**config.mk**
```make
export PLATFORM = sky130hd
export DESIGN_NAME = backup_domain_registers
export DESIGN_NICKNAME = d
export VERILOG_FILES = /design/src/rtl/backup_domain_pkg.sv /design/src/rtl/backup_domain_registers.sv
export SDC_FILE = /design/constraint.sdc
export NUM_CORES = 1
export LEC_CHECK = 0
export BUFFER_PORTS_ARGS = -buffer_cell sky130_fd_sc_hd__buf_4
export CAP_MARGIN = 10
export CORE_ASPECT_RATIO = 0.75
export CORE_MARGIN = 8
export CORE_UTILIZATION = 30
export CTS_CLUSTER_SIZE = 16
export DETAILED_ROUTE_END_ITERATION = 8
export PLACE_DENSITY_LB_ADDON = 0.25
export SLEW_MARGIN = 0
export SYNTH_ARGS = -nofsm -noshare
export SYNTH_HDL_FRONTEND = slang
export SYNTH_SLANG_ARGS = --single-unit
```
**constraint.sdc**
```tcl
create_clock -name pclk -period 3.2 [get_ports pclk]
set_input_delay 0.32 -clock pclk [delete_from_list [all_inputs] [get_ports pclk]]
set_output_delay 0.32 -clock pclk [all_outputs]
set_load 0.1 [all_outputs]
```
**src/rtl/backup_domain_pkg.sv**
```systemverilog
// Operation
// The block holds sixteen 16-bit user data registers, 32 bytes in all, in the backup domain.
// User data survives system reset, power reset and standby wake-up and clears only on backup reset.
// After reset, bus writes to the backup registers are blocked until access is granted.
// Software first enables the power and backup interface clocks, then sets write permission.
// Each user data register is a read-write 16-bit field that is zero after a backup reset.
// With the pulse output enabled, bit 9 routes the alarm pulse when 0, the second pulse when 1.
// Bit 8 drives the selected pulse, one RTC clock period long, onto the pin; clearing it stops it.
// The select and pulse enable bits clear only on a backup reset, not on system or power resets.
// Software keeps the pin's general-purpose function off while the pulse output is enabled.
// Bit 7 puts the RTC clock divided by 64 on the shared pin; writing zero to it has no effect.
// The calibration clock output bit clears whenever the main supply is powered off.
// The 7-bit calibration value counts RTC pulses suppressed in every window of 2^20 pulses.
// Calibration register bits 15 to 10 read zero and ignore writes; it resets to zero.
package backup_domain_pkg;
	localparam int DATA_COUNT = 16;
	localparam int DATA_WIDTH = 16;
	localparam int CAL_WIDTH = 7;
	localparam int WINDOW_BITS = 20;
	localparam int DIVIDER = 64;
	localparam int DIV_BITS = $clog2(DIVIDER);
	localparam logic [7:0] DATA_BASE_OFFSET = 8'h00;
	localparam logic [7:0] CAL_OFFSET = 8'h40;
	localparam logic [7:0] STATUS_OFFSET = 8'h44;
	localparam int SELECT_BIT = 9;
	localparam int ENABLE_BIT = 8;
	localparam int CCO_BIT = 7;
	localparam int STATUS_GRANTED_BIT = 0;
	localparam int STATUS_PIN_BIT = 1;
	localparam logic [DATA_WIDTH-1:0] DATA_RESET = 16'h0000;
	localparam logic [CAL_WIDTH-1:0] CAL_RESET = 7'h00;
	localparam logic [31:0] READ_ZERO = 32'h0000_0000;
endpackage

```
**src/rtl/backup_domain_registers.sv**
```systemverilog
`timescale 1ns/1ns
module backup_domain_registers
	import backup_domain_pkg::*;
(
	input wire logic pclk,
	input wire logic presetn,
	input wire logic backup_resetn,
	input wire logic main_supply_off,
	input wire logic power_interface_clock_enable,
	input wire logic backup_interface_clock_enable,
	input wire logic backup_write_permission,
	input wire logic psel,
	input wire logic penable,
	input wire logic pwrite,
	input wire logic [7:0] paddr,
	input wire logic [31:0] pwdata,
	output logic [31:0] prdata,
	output logic pready,
	output logic pslverr,
	input wire logic rtc_tick,
	input wire logic alarm_pulse,
	input wire logic second_pulse,
	output logic calibrated_rtc_tick,
	output logic shared_rtc_output_pin,
	output logic shared_rtc_output_enable
);
	logic [DATA_WIDTH-1:0] data [DATA_COUNT];
	logic [DATA_WIDTH-1:0] next_data [DATA_COUNT];
	logic pulse_output_select;
	logic pulse_output_enable;
	logic calibration_clock_output;
	logic [CAL_WIDTH-1:0] cal_value;
	logic next_pulse_output_select;
	logic next_pulse_output_enable;
	logic next_calibration_clock_output;
	logic [CAL_WIDTH-1:0] next_cal_value;
	logic [WINDOW_BITS-1:0] window_count;
	logic [WINDOW_BITS-1:0] next_window_count;
	logic [DIV_BITS-1:0] div_count;
	logic [DIV_BITS-1:0] next_div_count;
	logic pulse_hold;
	logic next_pulse_hold;
	logic next_calibrated_rtc_tick;
	logic next_pin;
	logic next_pin_enable;
	logic [31:0] next_prdata;
	logic next_pready;
	logic next_pslverr;
	logic granted;
	logic access;
	logic setup;

	// Data registers sit on word boundaries from the base offset upward.
	function automatic logic is_data_addr(input logic [7:0] addr);
		return (addr >= DATA_BASE_OFFSET) && (addr < CAL_OFFSET) && (addr[1:0] == 2'b00);
	endfunction

	function automatic logic is_mapped(input logic [7:0] addr);
		return is_data_addr(addr) || (addr == CAL_OFFSET) || (addr == STATUS_OFFSET);
	endfunction

	// Both interface clocks and the permission bit must be on before writes land.
	assign granted = power_interface_clock_enable && backup_interface_clock_enable &&
		backup_write_permission;
	assign setup = psel && !penable;
	assign access = psel && penable && pready;

	// Read data and the answer are prepared in the setup cycle so every bus output is a flop.
	always_comb begin
		next_pready = setup;
		next_pslverr = 1'b0;
		next_prdata = READ_ZERO;
		if (setup) begin
			if (!is_mapped(paddr)) begin
				next_pslverr = 1'b1;
			end else if (pwrite && !granted && paddr != STATUS_OFFSET) begin
				next_pslverr = 1'b1;
			end else if (!pwrite) begin
				if (is_data_addr(paddr)) begin
					next_prdata[DATA_WIDTH-1:0] = data[paddr[5:2]];
				end else if (paddr == CAL_OFFSET) begin
					next_prdata[SELECT_BIT] = pulse_output_select;
					next_prdata[ENABLE_BIT] = pulse_output_enable;
					next_prdata[CCO_BIT] = calibration_clock_output;
					next_prdata[CAL_WIDTH-1:0] = cal_value;
				end else begin
					next_prdata[STATUS_GRANTED_BIT] = granted;
					next_prdata[STATUS_PIN_BIT] = shared_rtc_output_pin;
				end
			end
		end
	end

	always_ff @(posedge pclk or negedge presetn) begin
		if (!presetn) begin
			prdata <= READ_ZERO;
			pready <= 1'b0;
			pslverr <= 1'b0;
		end else begin
			prdata <= next_prdata;
			pready <= next_pready;
			pslverr <= next_pslverr;
		end
	end

	// Register writes; the supply-off clear is applied last so it always wins.
	always_comb begin
		for (int i = 0; i < DATA_COUNT; i++) begin
			next_data[i] = data[i];
		end
		next_pulse_output_select = pulse_output_select;
		next_pulse_output_enable = pulse_output_enable;
		next_calibration_clock_output = calibration_clock_output;
		next_cal_value = cal_value;
		if (access && pwrite && granted) begin
			if (is_data_addr(paddr)) begin
				next_data[paddr[5:2]] = pwdata[DATA_WIDTH-1:0];
			end else if (paddr == CAL_OFFSET) begin
				next_pulse_output_select = pwdata[SELECT_BIT];
				next_pulse_output_enable = pwdata[ENABLE_BIT];
				if (pwdata[CCO_BIT]) begin
					next_calibration_clock_output = 1'b1;
				end
				next_cal_value = pwdata[CAL_WIDTH-1:0];
			end
		end
		if (main_supply_off) begin
			next_calibration_clock_output = 1'b0;
		end
	end

	// The first cal_value ticks of each window are swallowed, slowing the RTC.
	always_comb begin
		next_window_count = window_count;
		next_div_count = div_count;
		next_pulse_hold = pulse_hold;
		next_calibrated_rtc_tick = 1'b0;
		if (rtc_tick) begin
			next_window_count = window_count + WINDOW_BITS'(1);
			next_div_count = div_count + DIV_BITS'(1);
			next_pulse_hold = pulse_output_select ? second_pulse : alarm_pulse;
			next_calibrated_rtc_tick = (window_count >= WINDOW_BITS'(cal_value));
		end
		next_pin_enable = calibration_clock_output || pulse_output_enable;
		if (calibration_clock_output) begin
			next_pin = div_count[DIV_BITS-1];
		end else if (pulse_output_enable) begin
			next_pin = pulse_hold;
		end else begin
			next_pin = 1'b0;
		end
	end

	// Only the backup reset reaches this state; system and power resets leave it alone.
	always_ff @(posedge pclk or negedge backup_resetn) begin
		if (!backup_resetn) begin
			for (int i = 0; i < DATA_COUNT; i++) begin
				data[i] <= DATA_RESET;
			end
			pulse_output_select <= 1'b0;
			pulse_output_enable <= 1'b0;
			calibration_clock_output <= 1'b0;
			cal_value <= CAL_RESET;
			window_count <= '0;
			div_count <= '0;
			pulse_hold <= 1'b0;
			calibrated_rtc_tick <= 1'b0;
			shared_rtc_output_pin <= 1'b0;
			shared_rtc_output_enable <= 1'b0;
		end else begin
			data <= next_data;
			pulse_output_select <= next_pulse_output_select;
			pulse_output_enable <= next_pulse_output_enable;
			calibration_clock_output <= next_calibration_clock_output;
			cal_value <= next_cal_value;
			window_count <= next_window_count;
			div_count <= next_div_count;
			pulse_hold <= next_pulse_hold;
			calibrated_rtc_tick <= next_calibrated_rtc_tick;
			shared_rtc_output_pin <= next_pin;
			shared_rtc_output_enable <= next_pin_enable;
		end
	end

	for (genvar g = 0; g < DATA_COUNT; g++) begin : g_data_kept

	end
endmodule

```
# Word level (Yosys, flattened, before mapping)
# Index checks and enable logic that the tools add are counted.
# totals
in_bits	53
ff_bits	314
word_cells	92
out_inout_bits	37
# classes
n_bitwise	2
n_eq_ne	4
reduce_logical	24
magnitude_cmp	5
n_mux	26
add_sub_neg	2
# op_table
operator	n
256-bit bitwise mux	1
16-bit two-way mux	7
16-bit binary-select mux with 4-bit select	1
16-bit demux with 4-bit select	1
20-bit by 1-bit adder with 20-bit output (second input constant)	1
20-bit by 7-bit >= comparator with 1-bit output	1
8-bit by 7-bit == test with 1-bit output (second input constant)	2
1-bit logical AND	12
1-bit two-way mux	12
10-bit two-way mux	1
8-bit by 1-bit >= comparator with 1-bit output (second input constant)	1
8-bit by 7-bit < comparator with 1-bit output (second input constant)	1
8-bit two-way mux	1
8-bit by 7-bit inequality test with 1-bit output (second input constant)	1
6-bit by 1-bit adder with 6-bit output (second input constant)	1
6-bit two-way mux	1
2-bit nonzero test	3
5-bit >= comparator (second input constant)	1
5-bit by 1-bit < comparator with 1-bit output (second input constant)	1
4-bit inverter with 5-bit output	1
4-bit AND reduction	1
1-bit logical OR	3
3-bit AND reduction	1
1-bit zero test	2
other kinds (5)	5

# Longest topological paths before layout
# depth
ltp_word	9
ltp_mapped	7
depth_no_buf	6

# Worst setup path after synthesis
# Ideal clock, no wire load.
# synth_timing
path_type	reg-to-reg
startpoint	register pready
endpoint	register data[197] in the netlist's numbering
n_path_buf	2
t_arrival_ps	2683
slack_ps	392
t_required_ps	3075
path_stages_with_launch	7
period_less_slack_ps	2808
setup_time_ps	125
path_cell_list	dfrtp_1 nand4_1 nor4_4 and3_1 buf_4 buf_6 mux2_2
# synth_between
elab_chain_cells	4
# synth_lines
element	line_no	rtl
start, declared	backup_domain_registers.sv:18	output logic pready,
start signal, assigned	backup_domain_registers.sv:101	pready <= next_pready;
1-bit logical AND	backup_domain_registers.sv:66	assign access = psel && penable && pready;
1-bit logical AND (2 in a row)	backup_domain_registers.sv:115	if (access && pwrite && granted) begin
2-bit AND reduction (no line)	n/a	
end signal, assigned	backup_domain_registers.sv:171	data <= next_data;
end, declared	backup_domain_registers.sv:27	logic [DATA_WIDTH-1:0] data [DATA_COUNT];
# Every way passes these cells.
# A chain may end at the register's enable or synchronous reset.

# Worst setup path in the final report
# layout_timing
startpoint	input port penable
endpoint	register prdata[3]
# layout_between
elab_chain_cells	3
# layout_lines
element	line_no	rtl
start, declared	backup_domain_registers.sv:13	input wire logic penable,
1-bit zero test	backup_domain_registers.sv:65	assign setup = psel && !penable;
1-bit logical AND	backup_domain_registers.sv:65	
16-bit two-way mux	backup_domain_registers.sv:73	if (setup) begin
named net next_prdata[3]	backup_domain_registers.sv:46	logic [31:0] next_prdata;
end signal, assigned	backup_domain_registers.sv:100	prdata <= next_prdata;
end, declared	backup_domain_registers.sv:17	output logic [31:0] prdata,
# The timed path passes the listed nets, and every way through them passes these cells.

==> results.txt <==
The flow ran to the end, and the final reports show no timing, DRC or antenna violations. For this run, design rule violations remaining after detail routing come to 0. Combinational fraction of design power: 6.9%.

For the count of instances resized after the clock tree is built, the log shows 0. In this run the cell area measured after placement is 15610 um^2. The total of warnings raised by yosys is 0, and the quantity of I/O buffers inserted on ports is 57. For this design the total switching power over the nets is 0.002105 W.

The number of buffers and inverters on the critical path is 2. At the worst endpoint, the required time is 3.66 ns. The tools report the max-capacitance violation count as 0. Dividing the detail-routed via count by the number of cells gives 4.854. After layout, the design draws a total of 0.008752 W. After the first detailed-routing iteration, the DRC count stood at 437. The die covers 55270 um^2. The critical path runs through a total of 6 cells.

Counting flops with an async set or reset pin after synthesis yields a share of 100.0%. The share of total power consumed by net switching was 24.05%; the areal power density over the cells was 521.3 nW/um^2. The filler cells instantiated in the layout total 4576. Critical hold path startpoint: psel. The logs give 1.14 ns for the worst-case register-to-register setup slack and 22400 um for the half-perimeter wire length after placement. For this design, the sink count on the clock tree is 314. Measured against its own limit, the worst slew margin works out to 44.86%. Hold is met by 0.08411 ns. Setup repair after global routing left no endpoint under its margin. Measured along the x axis, the die boundary spans 268.8 um. Counting flops with a built-in enable in the synthesized netlist gives 0.

The leakage power summed over all cells is 8.142 nW. The clock passes through at most 3 buffers. The total clock buffers created by CTS was 37; the length in cells of the worst reg-to-reg path was 5. The post-route fraction of the period consumed by the critical path works out to 68.02%. The post-route cell area is 16790 um^2, and the final weighted congestion in routability-driven placement is 0.7085. After synthesis, the mean cell area works out to 15.35 um^2. The root buffer cell was clkbuf_16. The number of routed nets with antenna violations is 0, and the total number of H-tree levels is 2. The cell count after synthesis came out at 937. The most common cell after layout, fill and taps aside is dfrtp_1. Pin placement for this block handled 90 I/O pins. Data arrival at the endpoint of the critical path: 2.63 ns. The cell row count was 69; the register bit total from synthesis was 314. Adding up every negative setup slack in the final design gives 0 ns. The final layout contains routed wiring with a total length of 34710 um. The hold-critical path depth is 2, and the worst ir drop on vdd is 0.2899 mV.

Dividing the detail-routed wire length by the instance count gives 20.78 um. Worst min-delay path endpoint: pready$_DFF_PN0_. The tools report the number of global-route vias before repair as 8640. The final hold violation count is 0, and the cell internal power dissipation is 0.006647 W. STA classifies the critical path startpoint as an input port. The final setup skew came out at 0.02505 ns.

From synthesis to final layout, the design area changed by 16.75%. For the initial antenna violation count, the log shows 2. For the worst-skew pair, the clock arrives at the later sink with an insertion delay of 0.53 ns. The tools report the kind of end point of the critical path as a flop. The largest incremental delay on the critical path was 0.76 ns; the highest clock rate was 459.4 MHz. Total number of nets in the final design: 1071. Traced cell by cell, the critical path runs through dlygate4sd3_1, buf_4, nor3b_2, nand2_1, nor2_1, a221o_1.

The tools report the final-report max-slew violation count as 0. The tools report the first-pass detailed-route iteration total as 7. The worst register-to-register path begins at pready$_DFF_PN0_.

In the global route stage, overall resource usage came out at 12.79%. In this run the worst path has a maximum fanout of 8. Summing over every cut layer, the via total after detailed routing is 8106. The first global-routing pass estimated 54540 um of wire. The most used flip-flop cell after synthesis is dfrtp_1.

Of the cells placed in the final design, the portion with a size suffix greater than 1 is 49.76%. The total area inside the core boundary comes to 47310 um^2. The count of unique library cells instantiated by Yosys is 49, and the summed instance area of the synthesized netlist is 14380 um^2. Once the floorplan was initialized, standard cells occupied 30.40% of the core.

The class of the worst hold path is in -> reg. Clock-pin slew was measured on the worst setup and hold paths at 0.06 ns. After synthesis, flip-flops and latches occupy 54.64% of the total area. The number of antenna diodes in the final layout is 0.

Setup violations remaining at the end of the flow were counted as 0. Leaving out fill and tap cells, the most frequent cells in the layout are dfrtp_1, mux2_2, buf_4, mux4_2, clkbuf_16. The run gives 0 as the total overflow reported by the global router.

Destination of the worst register-to-register timing path: data[12]$_DFFE_PN0P_. The slew at the pin closest to its max-slew limit works out to 0.8255 ns. The largest individual stage delay along the critical path comes from the cell nor2_1. TritonCTS built the clock tree. For the part of the total power dissipated in sequential elements, the log shows 47.4%. The type of the worst setup path is in -> reg. For the finished layout, the period the worst path requires is 2.177 ns. Largest net degree at the start of global routing: 81. Of the total power, the clock network draws 45.6%. The die is 205.6 um tall.

Among cell families on the critical path, the largest total delay comes from simple AND/OR/NAND/NOR gates.
## sequential cells by signal, summed over array words and instances (netlist names)
register                  flops
data                        256
window_count                 20
prdata                       16
cal_value                     7
div_count                     6
calibrated_rtc_tick           1
calibration_clock_output      1
pready                        1
pslverr                       1
pulse_hold                    1
pulse_output_enable           1
pulse_output_select           1
shared_rtc_output_enable      1
shared_rtc_output_pin         1
## routing by layer
metal | part of all wire (%) | global-route usage (%)
met1 | 48 | 18.31
met4 | 1.6 | 2.917
met3 | 4.4 | 2.424
met2 | 46 | 19.97
met5 | 0.066 | 0
## power groups by stage
stage / registers, W / logic [W] / clock network [W]
6_report: 0.00415 / 0.000606 / 0.00399
5_1_grt: 0.00416 / 0.000684 / 0.00428
4_1_cts: 0.00415 / 0.000622 / 0.00412
3_5_place_dp: 0.00422 / 0.000615 / 0
3_3_place_gp: 0.00422 / 0.000609 / 0
2_1_floorplan: 0.00421 / 0.000384 / 0
## final cells by class
type / count / area [um^2] / area share (%)
timing repair buffer: 96 / 850.8 / 5.068
sequential: 314 / 7858 / 46.80
multi-input combinational: 552 / 6107 / 36.38
tap: 639 / 799.5 / 4.762
inverter: 8 / 30.03 / 0.1789
clock inverter: 10 / 85.08 / 0.5068
clock buffer: 51 / 1059 / 6.305
## through the flow
step	setup slack [ns]	utilization (%)	instances
after global placement	0.5964	32.98	1605
after floorplan	0.3923	-	952
after global routing	0.8527	35.49	1670
final	1.023	35.49	1670
after CTS	0.9951	35.49	1670
after detailed placement	0.5850	32.98	1605
## what timing repair did
action	4_1_cts	5_1_grt
hold buffers	4	0
setup buffers	0	0
hold endpoints to repair	94	0
## worst reg2reg max path, cell delays in order, from the launching register on
cell and delay (ns):
dfrtp_1 0.35, nand4_1 0.09, buf_4 0.20, nor4_4 0.36, nand3_4 0.45, mux2_1 0.48
## how the worst max path moves through the flow
stage,end,from
after floorplan,data[197]$_DFFE_PN0P_,pready$_DFF_PN0_
after global placement,data[11]$_DFFE_PN0P_,paddr[7]
after detailed placement,data[11]$_DFFE_PN0P_,paddr[7]
after CTS,prdata[3]$_DFF_PN0_,penable
after global routing,prdata[3]$_DFF_PN0_,penable
final,prdata[3]$_DFF_PN0_,penable
## cell usage after synthesis (3+ instances only)
master | count | area (um^2)
nor2_1 | 9 | 33.78
nand2_1 | 29 | 108.9
xnor2_1 | 17 | 148.9
xor2_1 | 7 | 61.31
mux2_2 | 261 | 2939
nand3_1 | 6 | 30.03
mux2_1 | 4 | 45.04
ha_1 | 9 | 112.6
mux4_2 | 70 | 1577
nor4_1 | 6 | 37.54
a211oi_1 | 3 | 22.52
buf_2 | 17 | 85.08
nand4_1 | 27 | 168.9
clkbuf_1 | 25 | 93.84
nor3_1 | 3 | 15.01
mux2_4 | 5 | 75.07
nand2b_1 | 3 | 18.77
or2_2 | 3 | 18.77
mux2i_1 | 3 | 30.03
nand2_2 | 12 | 75.07
buf_4 | 17 | 127.6
dfrtp_1 | 314 | 7858
nor4_4 | 4 | 85.08
a221o_1 | 8 | 80.08
buf_6 | 10 | 112.6
a21oi_1 | 4 | 20.02
o21ai_0 | 9 | 45.04
buf_1 | 9 | 33.78
and3_1 | 4 | 25.02
inv_1 | 8 | 30.03
nor2b_1 | 10 | 62.56
## kinds of logic (layout without fill, tap and decap cells)
group           count (synthesis)  in the layout  share of synthesized area, %
mux                           343            343                         32.45
fa+ha+maj                       9              9                        0.7831
flops                         314            314                         54.64
xor+xnor                       24             24                         1.462
compound gates                 31             31                         1.575
other cells                     1             16                       0.02608
buf+inv                        86            165                         3.359
simple gates                  129            129                         5.708
Power figures use the tool's default switching activity.
